--- src/hw/cdi_defines.vh ---
// Purpose: Constants for the coupler diagnostics and image shaping block
// Assumes: Byte addresses on APB, 32-bit data
// Notes: Guarded header, definitions only
`ifndef CDI_DEFINES_VH
`define CDI_DEFINES_VH
`define CDI_OFF_PRM1 12'h000
`define CDI_OFF_PRM7 12'h004
`define CDI_OFF_PRM9 12'h008
`define CDI_OFF_PRM11 12'h00c
`define CDI_OFF_CHSTAT 12'h010
`define CDI_OFF_CHKIND 12'h014
`define CDI_OFF_DIGDIAG 12'h018
`define CDI_OFF_PEND 12'h01c
`define CDI_OFF_DIAGINFO 12'h020
`define CDI_OFF_MODDESC 12'h024
`define CDI_OFF_IMAGE 12'h028
`define CDI_OFF_IRQ_STAT 12'h02c
`define CDI_OFF_IRQ_CLR 12'h030
`define CDI_OFF_IRQ_EN 12'h034
`define CDI_OFF_CYCLE 12'h038
`define CDI_BIT_NOCHECK 0
`define CDI_BIT_DIAG_EN 1
`define CDI_BIT_DIGNOMAP 4
`define CDI_BIT_COMPLEX 2
`define CDI_BIT_ALIGN 5
`define CDI_BIT_STAT_DIAG 6
`define CDI_BIT_STAT_EXC 3
`define CDI_MAXLEN_RST 8'h40
`define CDI_DIAG_BASE 8'h10
`define CDI_NCH 8
`define CDI_NMOD 4
`define CDI_IRQ_NEWDIAG 0
`define CDI_IRQ_OVF 1
`define CDI_IRQ_W 2
`endif

--- src/hw/cdi_top.v ---
// Purpose: Terminal diagnostics change detection and process image shaping
// Assumes: Single clock pclk, async active-low presetn, APB slave
// Notes: Up to 8 channels, 4 complex module descriptors
//
// The address map and the APB interface to the registers are this design's own decisions.
`timescale 1ns/10ps
`include "cdi_defines.vh"
module cdi_top (
  input wire pclk,
  input wire presetn,
  input wire psel,
  input wire penable,
  input wire pwrite,
  input wire [11:0] paddr,
  input wire [31:0] pwdata,
  output reg [31:0] prdata,
  output wire pready,
  output wire pslverr,
  output wire irq,
  output reg extended_diag_overflow_flag,
  output reg new_diag,
  output reg [7:0] dig_in_bits,
  output reg [7:0] dig_out_bits,
  output reg [7:0] in_len,
  output reg [7:0] out_len,
  output reg layout_error
);
  // APB decode, zero wait states
  wire wr = psel & penable & pwrite;
  wire rd_sel = psel & ~pwrite;
  assign pready = 1'b1;
  // Parameter bytes from the user parameter block
  reg [7:0] prm1_reg;
  reg [7:0] prm7_reg;
  reg [7:0] prm9_reg;
  reg [7:0] prm11_reg;
  // Channel kinds and watched diagnostic state
  reg [7:0] chexc_reg;
  reg [7:0] chdig_reg;
  reg [7:0] chcpx_reg;
  reg [7:0] digdiag_reg;
  reg [7:0] last_reg;
  reg [7:0] pend_reg;
  reg [7:0] pend_hold_reg;
  reg [31:0] moddesc_reg;
  reg [15:0] cfg_len_reg;
  wire [1:0] irq_stat_reg;
  reg [1:0] irq_en_reg;
  reg [15:0] cycle_reg;
  reg [15:0] cyc_mark_reg;
  reg rel_pend_reg;
  reg [7:0] maxlen_reg;
  wire [7:0] chstat_in;
  reg [63:0] chstat_bits;
  // Diagnosis and mapping controls
  wire diag_en = prm7_reg[`CDI_BIT_DIAG_EN];
  wire no_check = prm1_reg[`CDI_BIT_NOCHECK];
  wire cpx_map = prm9_reg[`CDI_BIT_COMPLEX];
  wire align_en = prm9_reg[`CDI_BIT_ALIGN];
  wire dig_nomap = diag_en & prm7_reg[`CDI_BIT_DIGNOMAP];
  reg [7:0] watch;
  integer i;
  always @* begin
    for (i = 0; i < `CDI_NCH; i = i + 1) begin
      if (chdig_reg[i])
        watch[i] = digdiag_reg[i];
      else if (chexc_reg[i])
        watch[i] = chstat_in[i];
      else
        watch[i] = chstat_in[i];
    end
  end
  // Per-channel status bit pick: exception bit 3, else bit 6
  genvar g;
  generate
    for (g = 0; g < `CDI_NCH; g = g + 1) begin : g_pick
      cdi_chan_pick u_cdi_chan_pick (
        .stat(chstat_bits[g*8 +: 8]),
        .exc(chexc_reg[g]),
        .pick(chstat_in[g])
      );
    end
  endgenerate
  // Change detect against the last inspection
  wire [7:0] active = chcpx_reg | chdig_reg;
  wire [7:0] changed = (watch ^ last_reg) & active &
    {8{diag_en}};
  wire ev_change = |changed;
  reg [3:0] npend;
  always @* begin
    npend = 4'h0;
    for (i = 0; i < `CDI_NCH; i = i + 1)
      npend = npend + {3'b000, pend_reg[i]};
  end
  wire [7:0] diag_len = `CDI_DIAG_BASE + {3'b000, npend, 1'b0};
  // Overflow against the configured maximum
  wire ovf_now = diag_en & (diag_len > maxlen_reg);
  // Legal maximum lengths only; others fall back to default
  wire [7:0] maxlen_w = pwdata[7:0];
  wire maxlen_ok = (maxlen_w[2:0] == 3'b000) && (maxlen_w >= 8'h10) &&
    (maxlen_w <= 8'h40);
  // Parameter and descriptor writes
  always @(posedge pclk or negedge presetn) begin
    if (!presetn) begin
      prm1_reg <= 8'h00;
      prm7_reg <= 8'h00;
      prm9_reg <= 8'h00;
      prm11_reg <= `CDI_MAXLEN_RST;
      maxlen_reg <= `CDI_MAXLEN_RST;
      chexc_reg <= 8'h00;
      chdig_reg <= 8'h00;
      chcpx_reg <= 8'h00;
      digdiag_reg <= 8'h00;
      chstat_bits <= 64'h0;
      moddesc_reg <= 32'h0;
      cfg_len_reg <= 16'h0;
      irq_en_reg <= 2'b00;
    end else if (wr) begin
      case (paddr)
        `CDI_OFF_PRM1: prm1_reg <= pwdata[7:0];
        `CDI_OFF_PRM7: prm7_reg <= pwdata[7:0];
        `CDI_OFF_PRM9: prm9_reg <= pwdata[7:0];
        `CDI_OFF_PRM11: begin
          prm11_reg <= pwdata[7:0];
          maxlen_reg <= maxlen_ok ? maxlen_w : `CDI_MAXLEN_RST;
        end
        `CDI_OFF_CHSTAT: chstat_bits[{pwdata[26:24], 3'b000} +: 8] <=
          pwdata[7:0];
        `CDI_OFF_CHKIND: begin
          chcpx_reg <= pwdata[7:0];
          chexc_reg <= pwdata[15:8];
          chdig_reg <= pwdata[23:16];
        end
        `CDI_OFF_DIGDIAG: digdiag_reg <= pwdata[7:0];
        `CDI_OFF_MODDESC: moddesc_reg <= pwdata;
        `CDI_OFF_IMAGE: cfg_len_reg <= pwdata[15:0];
        `CDI_OFF_IRQ_EN: irq_en_reg <= pwdata[1:0];
        default: ;
      endcase
    end
  end
  // Change tracking, pending set and process-data cycle stamping
  wire cyc_tick = wr && (paddr == `CDI_OFF_CYCLE);
  // Pending clear from software
  wire [7:0] pend_clr = (wr && (paddr == `CDI_OFF_PEND)) ?
    pwdata[7:0] : 8'h00;
  always @(posedge pclk or negedge presetn) begin
    if (!presetn) begin
      last_reg <= 8'h00;
      pend_reg <= 8'h00;
      pend_hold_reg <= 8'h00;
      cycle_reg <= 16'h0;
      cyc_mark_reg <= 16'h0;
      rel_pend_reg <= 1'b0;
      new_diag <= 1'b0;
      extended_diag_overflow_flag <= 1'b0;
    end else begin
      last_reg <= watch;
      if (cyc_tick)
        cycle_reg <= cycle_reg + 16'h1;
      if (ev_change) begin
        pend_hold_reg <= pend_hold_reg | changed;
        cyc_mark_reg <= cycle_reg;
        rel_pend_reg <= 1'b1;
      end
      // Release only after a later process-data cycle
      new_diag <= 1'b0;
      if (rel_pend_reg && !ev_change && (cycle_reg != cyc_mark_reg)) begin
        pend_reg <= (pend_reg & ~pend_clr) | pend_hold_reg;
        pend_hold_reg <= 8'h00;
        rel_pend_reg <= 1'b0;
        new_diag <= 1'b1;
      end else
        pend_reg <= pend_reg & ~pend_clr;
      if (!diag_en)
        pend_reg <= 8'h00;
      extended_diag_overflow_flag <= ovf_now;
    end
  end
  // Sticky interrupt status, set wins over clear
  wire [1:0] irq_set = {ovf_now, new_diag};
  wire [1:0] irq_clr = (wr && (paddr == `CDI_OFF_IRQ_CLR)) ?
    pwdata[1:0] : 2'b00;
  genvar s;
  generate
    for (s = 0; s < `CDI_IRQ_W; s = s + 1) begin : g_irq
      cdi_sticky_bit u_cdi_sticky_bit (
        .pclk(pclk),
        .presetn(presetn),
        .set(irq_set[s]),
        .clr(irq_clr[s]),
        .stat(irq_stat_reg[s])
      );
    end
  endgenerate
  assign irq = |(irq_stat_reg & irq_en_reg);
  // Image length builder: complex modules first, then digital
  reg [7:0] a_in;
  reg [7:0] a_out;
  reg [7:0] ml;
  reg [7:0] mo;
  reg [1:0] mk;
  reg [7:0] din_bytes;
  reg [7:0] dout_bytes;
  integer m;
  always @* begin
    a_in = 8'h00;
    a_out = 8'h00;
    for (m = 0; m < `CDI_NMOD; m = m + 1) begin
      ml = {4'h0, moddesc_reg[m*8 +: 4]};
      mk = moddesc_reg[m*8+4 +: 2];
      mo = ml;
      if (ml != 8'h00) begin
        if (cpx_map) begin
          mo = ml + 8'h01;
          if (align_en && a_in[0] && (mo > 8'h01))
            a_in = a_in + 8'h01;
          if (align_en && a_out[0] && (mo > 8'h01))
            a_out = a_out + 8'h01;
          a_in = a_in + mo;
          a_out = a_out + mo;
        end else if (mk[0]) begin
          if (align_en && a_out[0] && (ml > 8'h01))
            a_out = a_out + 8'h01;
          a_out = a_out + ml;
        end else begin
          if (align_en && a_in[0] && (ml > 8'h01))
            a_in = a_in + 8'h01;
          a_in = a_in + ml;
        end
      end
    end
    din_bytes = 8'h00;
    dout_bytes = 8'h00;
    for (m = 0; m < `CDI_NCH; m = m + 1) begin
      if (chdig_reg[m]) begin
        if (dig_nomap) begin
          din_bytes = din_bytes + (chexc_reg[m] ? 8'h00 : 8'h02);
          dout_bytes = dout_bytes + (chexc_reg[m] ? 8'h04 : 8'h00);
        end else begin
          din_bytes = din_bytes + 8'h04;
          dout_bytes = dout_bytes + 8'h04;
        end
      end
    end
  end
  // Lengths registered for the image
  always @(posedge pclk or negedge presetn) begin
    if (!presetn) begin
      in_len <= 8'h00;
      out_len <= 8'h00;
      dig_in_bits <= 8'h00;
      dig_out_bits <= 8'h00;
      layout_error <= 1'b0;
    end else begin
      dig_in_bits <= din_bytes;
      dig_out_bits <= dout_bytes;
      if (no_check) begin
        in_len <= cfg_len_reg[7:0];
        out_len <= cfg_len_reg[15:8];
        layout_error <= 1'b0;
      end else begin
        in_len <= a_in + {3'b000, din_bytes[7:3]} +
          {7'h00, |din_bytes[2:0]};
        out_len <= a_out + {3'b000, dout_bytes[7:3]} +
          {7'h00, |dout_bytes[2:0]};
        layout_error <= (cfg_len_reg != 16'h0) &&
          (cfg_len_reg != {out_len, in_len});
      end
    end
  end
  // Register read-back
  always @* begin
    prdata = 32'h0;
    if (rd_sel) begin
      case (paddr)
        `CDI_OFF_PRM1: prdata = {24'h0, prm1_reg};
        `CDI_OFF_PRM7: prdata = {24'h0, prm7_reg};
        `CDI_OFF_PRM9: prdata = {24'h0, prm9_reg};
        `CDI_OFF_PRM11: prdata = {16'h0, maxlen_reg, prm11_reg};
        `CDI_OFF_CHKIND: prdata = {8'h0, chdig_reg, chexc_reg, chcpx_reg};
        `CDI_OFF_DIGDIAG: prdata = {24'h0, digdiag_reg};
        `CDI_OFF_PEND: prdata = {8'h0, diag_len, pend_hold_reg, pend_reg};
        `CDI_OFF_DIAGINFO: prdata = {16'h0, 7'h00,
          extended_diag_overflow_flag, diag_len};
        `CDI_OFF_MODDESC: prdata = moddesc_reg;
        `CDI_OFF_IMAGE: prdata = {out_len, in_len, cfg_len_reg};
        `CDI_OFF_IRQ_STAT: prdata = {30'h0, irq_stat_reg};
        `CDI_OFF_IRQ_EN: prdata = {30'h0, irq_en_reg};
        `CDI_OFF_CYCLE: prdata = {16'h0, cycle_reg};
        default: prdata = 32'h0;
      endcase
    end
  end
  assign pslverr = 1'b0;
endmodule // cdi_top

// Watched status bit of one channel: exception kinds use the other bit
module cdi_chan_pick #(
  parameter DIAG_BIT = `CDI_BIT_STAT_DIAG,
  parameter EXC_BIT = `CDI_BIT_STAT_EXC
) (
  input wire [7:0] stat,
  input wire exc,
  output wire pick
);
  assign pick = exc ? stat[EXC_BIT] : stat[DIAG_BIT];
endmodule // cdi_chan_pick

// One sticky status bit; the event wins over a clear in the same cycle
module cdi_sticky_bit (
  input wire pclk,
  input wire presetn,
  input wire set,
  input wire clr,
  output reg stat
);
  always @(posedge pclk or negedge presetn) begin
    if (!presetn)
      stat <= 1'b0;
    else if (set)
      stat <= 1'b1;
    else if (clr)
      stat <= 1'b0;
  end
endmodule // cdi_sticky_bit

--- config.mk ---
export PLATFORM = sky130hd
export DESIGN_NAME = cdi_top
export DESIGN_NICKNAME = d
export VERILOG_FILES = /design/src/hw/cdi_top.v
export VERILOG_INCLUDE_DIRS = /design/src /design/src/hw
export SDC_FILE = /design/constraint.sdc
export NUM_CORES = 1
export LEC_CHECK = 0
export ABC_AREA = 1
export BUFFER_PORTS_ARGS = -buffer_cell sky130_fd_sc_hd__buf_4
export CAP_MARGIN = 40
export CORE_UTILIZATION = 36
export DETAILED_ROUTE_END_ITERATION = 10
export GPL_ROUTABILITY_DRIVEN = 0
export PLACE_DENSITY = 0.63
export SLEW_MARGIN = 10
export SYNTH_ARGS = -nofsm -noshare
export SYNTH_HDL_FRONTEND = slang
export SYNTH_SLANG_ARGS = --single-unit
--- constraint.sdc ---
create_clock -name pclk -period 20.6 [get_ports pclk]
set_input_delay 3.09 -clock pclk [delete_from_list [all_inputs] [get_ports pclk]]
set_output_delay 3.09 -clock pclk [all_outputs]
set_load 0.03 [all_outputs]
== Word-level counts from Yosys, hierarchy flattened ==
Cells that the tools add are included.

* Add/subtract/negate cells: 64
* Magnitude comparators: 9
* Equal/unequal tests: 16
* Shift-type cells: 2
* Muxes and demuxes: 150
* Bitwise logic cells: 15
* Reductions and logical operators: 51

{| class="wikitable"
|+ Operators with widths
! operator !! number
|-
| two-way mux 8 bit || 96
|-
| one-hot mux 32 bit (13 select lines) || 1
|-
| adder 8 x 3 -> 8 bit (second input constant) || 14
|-
| == test 12 x 6 -> 1 bit (second input constant) || 7
|-
| adder 8 x 5 -> 8 bit || 8
|-
| bitwise mux 64 bit || 1
|-
| variable shift 8 x 8 -> 64 bit (first input constant) || 1
|-
| variable part select 8 x 8 -> 64 bit || 1
|-
| adder 8 x 2 -> 8 bit || 7
|-
| adder 8 x 3 -> 8 bit || 7
|-
| adder 8 x 1 -> 8 bit (second input constant) || 6
|-
| adder 8 x 4 -> 8 bit || 6
|-
| == test 12 x 5 -> 1 bit (second input constant) || 4
|-
| two-way mux 3 bit || 12
|-
| two-way mux 32 bit || 1
|-
| != test 16 bit || 2
|-
| logical AND 1 bit || 26
|-
| AND 8 bit || 3
|-
| == test 12 x 4 -> 1 bit (second input constant) || 2
|-
| two-way mux 1 bit || 24
|-
| bitwise OR 8 bit || 3
|-
| adder 4 x 1 -> 5 bit (second input constant) || 4
|-
| two-way mux 5 bit || 4
|-
| AND reduction 2 bit || 10
|-
| other kinds (30) || 57
|}

* Register bits: 280
* Logic and storage cells: 335

== Logic depth before layout (Yosys ltp) ==
Gate-level depths: netlist (run 1).

* Depth after elaboration: 36
* Mapped depth: 52
* Mapped depth without buffers: 51

== By module ==
A second synthesis (run 1) with hierarchy kept.

* Cells, all modules: 2,819
* Area total of the unflattened synthesis: 20,478.4 µm²

{| class="wikitable"
|+ Modules (own cells, without submodules)
! module !! instances !! cells an instance !! area each (µm²) !! sequential area each (µm²)
|-
| cdi_top || 1 || 2,777 || 20,278.2 || 6,884.1
|-
| cdi_chan_pick || 8 || 4 || 15.0 || 0.0
|-
| cdi_sticky_bit || 2 || 5 || 40.0 || 25.0
|}

== Least setup slack after synthesis (run 1) ==
OpenSTA, ideal clock, no wires.

* Kind: in2out
* From: in paddr[9]
* To: out prdata[18]
* Data arrival time: 5.558 ns
* Data required time: 17.510 ns
* Path slack: 11.952 ns
* Stages on the path: 11
* Buffers on the path: 2
* Path through: nor4_2 inv_1 clkbuf_1 nor2_1 inv_1 nor2_1 inv_1 nand4_1 o41ai_1 clkbuf_1 a41oi_1

* Longest elaborated chain between the ends: 3
* Elaborated cells on any way between the ends: 15

{| class="wikitable"
|+ RTL lines
! item !! line !! text
|-
| start: declaration || cdi_top.v:14 || <nowiki>input wire [11:0] paddr,</nowiki>
|-
| == test 12 x 6 -> 1 bit, or another cell as far along || cdi_top.v:276 || <nowiki>case (paddr)</nowiki>
|-
| one-hot mux 32 bit (13 select lines) (*) || cdi_top.v:276 ||
|-
| two-way mux 32 bit (*) || cdi_top.v:275 || <nowiki>if (rd_sel) begin</nowiki>
|-
| end: declaration || cdi_top.v:16 || <nowiki>output reg [31:0] prdata,</nowiki>
|}

Mark *: on every way between the ends. The rest lies on a longest branch, timed or not.

== Worst setup path after layout (run 1) ==
* From: in paddr[9]
* To: out prdata[21]

The elaborated chain is that of the path after synthesis.

==> impl_metrics.yaml, run 1 <==
run_status:
  status: "finished clean"
synth:
  synth_edf_count: 0
  synth-seq-area-share_pct: 30.9
  ys_top_cells_by_area: "dfrtp_1 31%, nand2_1 13%, ha_1 8.4%, o21ai_0 7.6%, inv_1 6.8%"
  syn-cell-area_um2: 18600
  yosysUniqueCellTypes: 71
  ys.flop_type: "dfrtp_1"
  ys_ff_latch: 229
  ys_async_sr_fraction_pct: 100
  syn_area_per_cell_um2: 7.12
  yosys.area.top_type: "dfrtp_1"
  yosys_warnings: 0
  synthCells: 2606
  synth_top_area_share_pct: 30.6
critical_path:
  critPathKind: "in -> out"
  slowest_stage: "nor4_2"
  worstPathCellList: "buf_4, nor4_2, inv_1, nor2_1, inv_1, nor2_1, buf_4, inv_1, nand4_1, o41ai_2, buf_4, a41oi_1, buf_4"
  cp_slowest_stage_delay_ps: 590
  cp.required_ps: 17510
  crit_family: "buffers and inverters"
  arrival_ps: 6450
  cp-end-kind: "output pin"
  worst_path_most_repeated_cell: "buf_4"
  cp_max_fo: 21
  cp-start-kind: "input pin"
  worst-path-buf-inv: 7
run:
  drv_cap: 0
route:
  drc: 0
  num_vias: 18800
  drt_iter0_markers: 1911
  via_per_inst: 5.56
  wl_um: 64600
  antenna_left: 0
  post_drt_wl_per_cell_um: 19.1
  dr.pass1.iters: 6
die:
  rows: 82
  initial_utilization_pct: 36.8
  die_h_um: 229
  core_area_um2: 50500
  die_w_um: 229
  die_area_um2: 52500
  ios: 119
clock_network:
  clk_pin_slew_ps: 70
  insertion_delay_ps: 570
  hold_buffers: 0
  numClockSinks: 229
  cts_buffers: 25
  cts_tree: "yes"
  clockBufferDepth: 3
  cts_root_buf: "clkbuf_16"
  cts-resized-gates: 0
  post_cts_buffers: 0
  cts-htree-levels: 1
power_and_ir_drop:
  irDropWorstVdd_mv: 0.0560
  power_density_nw_per_um2: 46.6
  power.leakage_nw: 10.1
timing:
  finalMaxSlewViolations: 0
  worst_slack_ps: 11060
  tightest_slew_ps: 882
  finalHoldViolCount: 0
  rsz0062_at_grt: "false"
  tns_ps: 0
  finalClockSkew_ps: 18.3
  relSlewSlack_pct: 41.2
  finalSetupViolCount: 0
  clock.fmax_ghz: 0.105
  finalCritPeriodShare_pct: 46.3
  period_needed_ps: 9540
global_routing:
  grt_max_degree: 107
  grt_pass1_wl_um: 101000
  gr-usage-all-layers_pct: 24.4
  antenna_found_initial: 0
  first_global_vias: 18100
  overflow: 0
place:
  postPlaceCellArea_um2: 20100
  hpwl_um: 50800
  pre_cts_ws_ps: 11210
  portBuffers: 113
final_layout:
  drive_above_1_share_pct: 11.4
  fillers: 5217
  diodes: 0
  nets: 2885
  largest_reg_flops: 32
  layout_commonest_cell: "nand2_1"
  mostFrequentLayoutCells: "630 x nand2_1, 338 x inv_1, 283 x o21ai_0"
  area_growth_pct: 12.9
  design_area_um2: 21000
  fin_util_pct: 41.5
min_path:
  hp-class: "reg -> reg"
==> final timing paths <==
kind	from	endpoint	slack, ps	cells past startpoint
hold / removal	irq_en_reg[1]	irq_en_reg[1]	470	2
min in group asynchronous	presetn	maxlen_reg[3]	2550	1
setup / recovery	paddr[9]	prdata[21]	11060	13
setup reg to reg	prm9_reg[2]	out_len[7]	11640	46
hold reg to reg	irq_en_reg[1]	irq_en_reg[1]	470	2
max in group asynchronous	presetn	moddesc_reg[16]	16690	2
==> layout make-up <==
cell class | instances | area, um^2 | area share (%)
clock buffers | 32 | 682 | 3.25
clock inverters | 13 | 193 | 0.920
inverters | 378 | 1420 | 6.78
repair buffers | 129 | 980 | 4.68
multi-input cells | 1928 | 11100 | 53.0
flip-flops and latches | 229 | 5730 | 27.4
well taps | 672 | 841 | 4.01
==> cells by family after synthesis <==
| group | Yosys count | share of synthesized area, % |
|---|---|---|
| other | 2 | 0.0405 |
| AOI/OAI and AO/OA | 566 | 17.7 |
| muxes | 5 | 0.303 |
| DFF | 229 | 30.9 |
| buffers and inverters | 452 | 9.39 |
| adders and majority gates | 145 | 10.6 |
| and+or+nand+nor | 1121 | 27.0 |
| xor gates and xnor gates | 86 | 4.06 |
==> report_power, final <==
| part | leakage, nW | internal (mW) | switching (mW) |
|---|---|---|---|
| Clock | 0.431 | 0.286 | 0.199 |
| Sequential | 3.12 | 0.450 | 0.000943 |
| Combinational | 6.52 | 0.0103 | 0.0293 |
| Total | 10.1 | 0.747 | 0.229 |
==> routing by layer <==
layer / wire [um] / vias up / global-route usage (%)
li1: - / 8785 / -
met1: 26500 / 8894 / 31.5
met2: 29200 / 910 / 39.7
met3: 5140 / 221 / 3.29
met4: 3740 / 0 / 12.5
met5: 0 / - / 0
==> cell usage after synthesis (all sizes together) (2+ instances only) <==
cell and count:
nand2 664, inv 368, o21ai 309, dfrtp 227, nor2 207, nand3 155
ha 125, a21oi 108, clkbuf 55, xnor2 49, xor2 37, nor3 33
o22ai 31, a221oi 26, nand4 22, fa 20, nor4 20, a31oi 19
buf 19, clkinv 10, a211oi 8, a22o 8, nand3b 8, o211ai 8
o31ai 8, a41oi 7, or2 7, a2111oi 6, mux2 5, o21a 5
o32ai 5, a21o 4, a22oi 3, conb 2, dfstp 2, o2111ai 2
o21bai 2, o221ai 2, or4 2
==> metrics by stage <==
step / cells / power, mW / hold slack (ps)
after floorplan: 2609 / 0.473 / 436
after global routing: 3381 / 1.00 / 499
after global placement: 3335 / 0.498 / 455
final: 3381 / 0.976 / 473
after CTS: 3381 / 0.979 / 478
after detailed placement: 3336 / 0.499 / 462
==> tightest hold or removal path, delay by kind of cell, from the launching register on <==
family / cells / cell delay [ps]
DFF: 1 / 340
AOI/OAI and AO/OA: 1 / 60
buffers and inverters: 1 / 40
Power figures use the tool's default switching activity.
==> inputs of run 2 (changes only) <==
PLACE_DENSITY = 0.65   (was 0.63)
clock period = 7.9 ns   (was 20.6 ns; I/O delays follow)
==> impl_metrics.yaml, run 2 (synthesis gave the netlist of run 1 again) <==
final_layout:
  diodes: 0
  area_growth_pct: 14.3
  layout_commonest_cell: "nand2_1"
  largest_reg_flops: 32
  nets: 2904
  mostFrequentLayoutCells: "626 x nand2_1, 335 x inv_1, 269 x o21ai_0"
  drive_above_1_share_pct: 13.2
  fillers: 5143
route:
  dr_wl_met3_um: 4720
  drt_iter0_markers: 1714
  via_per_inst: 5.53
  highest_layer: "met4"
  wl_met1_um: 26900
  num_vias: 18800
  wl_um: 64700
  drc: 0
  antenna_left: 0
  route.met2.wl_um: 29700
  dr.pass1.iters: 8
  post_drt_wl_per_cell_um: 19.0
die:
  ios: 119
  die_area_um2: 52500
  core_area_um2: 50500
  initial_utilization_pct: 36.8
  rows: 82
  die_h_um: 229
  die_w_um: 229
clock_network:
  numClockSinks: 229
  insertion_delay_ps: 570
  cts_root_buf: "clkbuf_16"
  clockBufferDepth: 3
  clk_pin_slew_ps: 60
  cts_buffers: 25
  cts_tree: "yes"
  hold_buffers: 0
  cts-htree-levels: 1
power_and_ir_drop:
  power_density_nw_per_um2: 116
  irDropWorstVdd_mv: 0.157
  power.leakage_nw: 10.2
  p_total_mw: 2.47
place:
  portBuffers: 113
  hpwl_um: 51200
  pre_cts_ws_ps: 63.7
min_path:
  holdPathStages: 2
  hp-class: "reg -> reg"
critical_path:
  cp_max_fo: 7
  cp.required_ps: 8340
  cp-end-kind: "flip-flop"
  reg2reg_depth: 46
  arrival_ps: 7860
  worst_path_most_repeated_cell: "nand2_1"
  critPathKind: "reg -> reg"
  crit_family: "adder cells"
  crit_cells: 46
  slowest_stage: "fa_1"
  cp-start-kind: "flip-flop"
  r2r_slack_ps: 480
  worst-path-buf-inv: 8
  cp_slowest_stage_delay_ps: 480
timing:
  period_needed_ps: 7420
  worst_slack_ps: 482
  finalSetupViolCount: 0
  finalHoldViolCount: 0
  relSlewSlack_pct: 39.3
  finalClockSkew_ps: 27.8
  tightest_slew_ps: 907
  finalMaxSlewViolations: 0
  finalCritPeriodShare_pct: 93.9
  clock.fmax_ghz: 0.135
run:
  drv_cap: 0
global_routing:
  antenna_found_initial: 1
  grt_max_degree: 87
  gr-usage-all-layers_pct: 24.3
  first_global_vias: 18000
  overflow: 0
  grt_pass1_wl_um: 102000
run_status:
  status: "finished clean"
-- run 2: path summary, 6_finish.rpt --
check                               start               to
min reg2reg                 maxlen_reg[1]    maxlen_reg[1]
min in group asynchronous         presetn     chcpx_reg[1]
min                         maxlen_reg[1]    maxlen_reg[1]
max in group asynchronous         presetn  moddesc_reg[28]
max                        moddesc_reg[9]        in_len[7]
max reg2reg                moddesc_reg[9]        in_len[7]
-- run 2: area by class of cell --
type / count / area (um^2) / share of cell area (%)
clock inverter: 15 / 136 / 0.643
clock buffer: 31 / 678 / 3.20
tap: 672 / 841 / 3.97
sequential: 229 / 5740 / 27.0
timing repair buffer: 148 / 1190 / 5.62
multi-input combinational: 1928 / 11200 / 52.8
inverter: 378 / 1430 / 6.72
-- run 2: worst min-delay path, delay by kind of cell (launching register included) --
kind	cells	cell delay (ps)
buf+inv	1	40
flops	1	350
simple gates	1	60
-- run 2: through the flow --
stage | setup TNS, ps | hold WS [ps] | instances | area, um^2 | utilization [%]
after global placement | 0 | 455 | 3342 | 20100 | 39.9
after floorplan | 0 | 436 | 2609 | 18600 | -
final | 0 | 484 | 3401 | 21200 | 42.0
after global routing | -40.0 | 499 | 3401 | 21200 | 42.0
after detailed placement | 0 | 466 | 3345 | 20200 | 40.0
after CTS | 0 | 483 | 3391 | 21000 | 41.6
-- run 2: repair_timing --
| action | CTS | global route |
|---|---|---|
| buffers inserted | 0 | 8 |
| endpoints found under the setup margin | 0 | 13 |
| resized for setup | 0 | 46 |
-- run 2: power breakdown --
| part | leakage [nW] | total, mW | switching [mW] | internal, mW |
|---|---|---|---|---|
| Clock | 0.399 | 1.18 | 0.532 | 0.652 |
| Sequential | 3.12 | 1.18 | 0.00233 | 1.17 |
| Combinational | 6.66 | 0.108 | 0.0775 | 0.0300 |
-- run 2: routing by layer --
metal / up-vias / track usage (%)
met5: - / 0
met4: 0 / 12.2
met3: 189 / 3.05
met2: 860 / 39.6
met1: 8954 / 31.8
li1: 8814 / -
==> inputs of run 3 (changes only) <==
CORE_UTILIZATION = 35   (was 36)
PLACE_DENSITY = 0.64   (was 0.65)
==> impl_metrics.yaml, run 3 (synthesis gave the netlist of run 1 again) <==
clock_network:
  clockBufferDepth: 3
  numClockSinks: 229
  cts_root_buf: "clkbuf_16"
  insertion_delay_ps: 570
  cts-htree-levels: 1
  cts_buffers: 25
  cts_tree: "yes"
  hold_buffers: 0
  clk_pin_slew_ps: 70
final_layout:
  drive_above_1_share_pct: 12.7
  largest_reg_flops: 32
  diodes: 0
  mostFrequentLayoutCells: "629 x nand2_1, 336 x inv_1, 270 x o21ai_0"
  area_growth_pct: 14.0
  layout_commonest_cell: "nand2_1"
  design_area_um2: 21100
  nets: 2904
timing:
  relSlewSlack_pct: 27.5
  worst_slack_ps: 586
  finalCritPeriodShare_pct: 92.6
  tightest_slew_ps: 1090
  finalSetupViolCount: 0
  finalHoldViolCount: 0
  period_needed_ps: 7310
  fin_hold_ws_ps: 475
  finalClockSkew_ps: 28.4
  clock.fmax_ghz: 0.137
  finalMaxSlewViolations: 0
die:
  die_area_um2: 53900
  die_w_um: 232
  core_area_um2: 52400
  rows: 84
  ios: 119
  die_h_um: 232
  initial_utilization_pct: 35.4
route:
  drc: 0
  via_per_inst: 5.35
  num_vias: 18300
  antenna_left: 0
  post_drt_wl_per_cell_um: 18.5
  wl_um: 63300
  dr.pass1.iters: 6
  drt_iter0_markers: 1513
critical_path:
  cp-end-kind: "flip-flop"
  cp-start-kind: "flip-flop"
  crit_cells: 45
  slowest_stage: "fa_1"
  worst-path-buf-inv: 10
  reg2reg_depth: 45
  cp_slowest_stage_delay_ps: 500
  cp.required_ps: 8340
  worst_path_most_repeated_cell: "inv_1"
  crit_family: "adder cells"
  critPathKind: "reg -> reg"
  arrival_ps: 7750
  cp_max_fo: 7
place:
  postPlaceCellArea_um2: 20200
  portBuffers: 113
  pre_cts_ws_ps: 79.5
  hpwl_um: 49900
global_routing:
  antenna_found_initial: 0
  grt_max_degree: 132
  grt_pass1_wl_um: 98100
  first_global_vias: 17000
  overflow: 0
  gr-usage-all-layers_pct: 23.5
run:
  drv_cap: 0
power_and_ir_drop:
  switchingPower_mw: 0.612
  switching_share_pct: 24.5
  combinationalPowerShare_pct: 4.2
  seqPwrFrac_pct: 47.1
  power.leakage_nw: 10.1
  power_density_nw_per_um2: 118
  clkPwrFrac_pct: 48.8
  p_int_mw: 1.89
  irDropWorstVdd_mv: 0.129
  p_total_mw: 2.50
run_status:
  status: "finished clean"
min_path:
  hp-class: "reg -> reg"
  holdPathStages: 2
==> run 3: changes by cell type in the layout (fill, tap and decap cells not counted), moves of 2 or more <==
cell and delta:
o21ai_2 -2, buf_16 -3, buf_4 +4, clkinv_2 -3
a211oi_1 +2, a211oi_2 -2, nand2_1 +3, nand2_2 -3
==> run 3: routing by layer <==
metal  track usage (%)  wire [um]  vias up
met5                 0          0        -
met4              10.8       3020        0
met3              2.43       4030      143
met2              37.6      28600      740
met1              31.7      27700     8555
li1                  -          -     8830
==> run 3: path summary, 6_finish.rpt <==
path / startpoint / to / slack, ps
min in group asynchronous: presetn / maxlen_reg[1] / 690
worst max register to register: moddesc_reg[9] / out_len[7] / 590
worst max-delay path: moddesc_reg[9] / out_len[7] / 590
worst min register to register: irq_en_reg[0] / irq_en_reg[0] / 470
max in group asynchronous: presetn / dig_out_bits[6] / 5780
worst min-delay path: irq_en_reg[0] / irq_en_reg[0] / 470
==> run 3: through the flow <==
step                      instances  util (%)  setup TNS, ps
after global placement         3367      38.5              0
after detailed placement       3368      38.5              0
final                          3417      40.3              0
after CTS                      3414      40.1              0
after global routing           3417      40.3          -32.7
after floorplan                2609         -              0
==> run 3: cell type report <==
| cell class | count | area [um^2] |
|---|---|---|
| Clock buffer | 32 | 682 |
| Clock inverter | 14 | 158 |
| Fill cell | 5409 | 31300 |
| Inverter | 378 | 1420 |
| Multi-Input combinational cell | 1928 | 11200 |
| Sequential cell | 229 | 5730 |
| Tap cell | 688 | 861 |
| Timing Repair Buffer | 148 | 1120 |
==> run 3: worst reg2reg max path: cells and delay by family (launching register included) <==
kind | cells | cell delay, ps
fa+ha+maj | 8 | 2810
compound gates | 13 | 2030
xor+xnor | 1 | 200
simple gates | 13 | 1000
buf+inv | 10 | 790
flops | 1 | 380
==> run 3: what timing repair did <==
| item | 4_1_cts | 5_1_grt |
|---|---|---|
| endpoints found under the setup margin | 0 | 11 |
| setup buffers | 0 | 3 |
| gates resized for setup | 0 | 34 |
==> run 3: power by group through the flow <==
stage | sequential (mW) | combinational [mW] | clock [mW]
after floorplan | 1.20 | 0.0356 | 0
after global placement | 1.20 | 0.103 | 0
after detailed placement | 1.20 | 0.104 | 0
after CTS | 1.18 | 0.104 | 1.23
after global routing | 1.18 | 0.114 | 1.27
final | 1.18 | 0.104 | 1.22
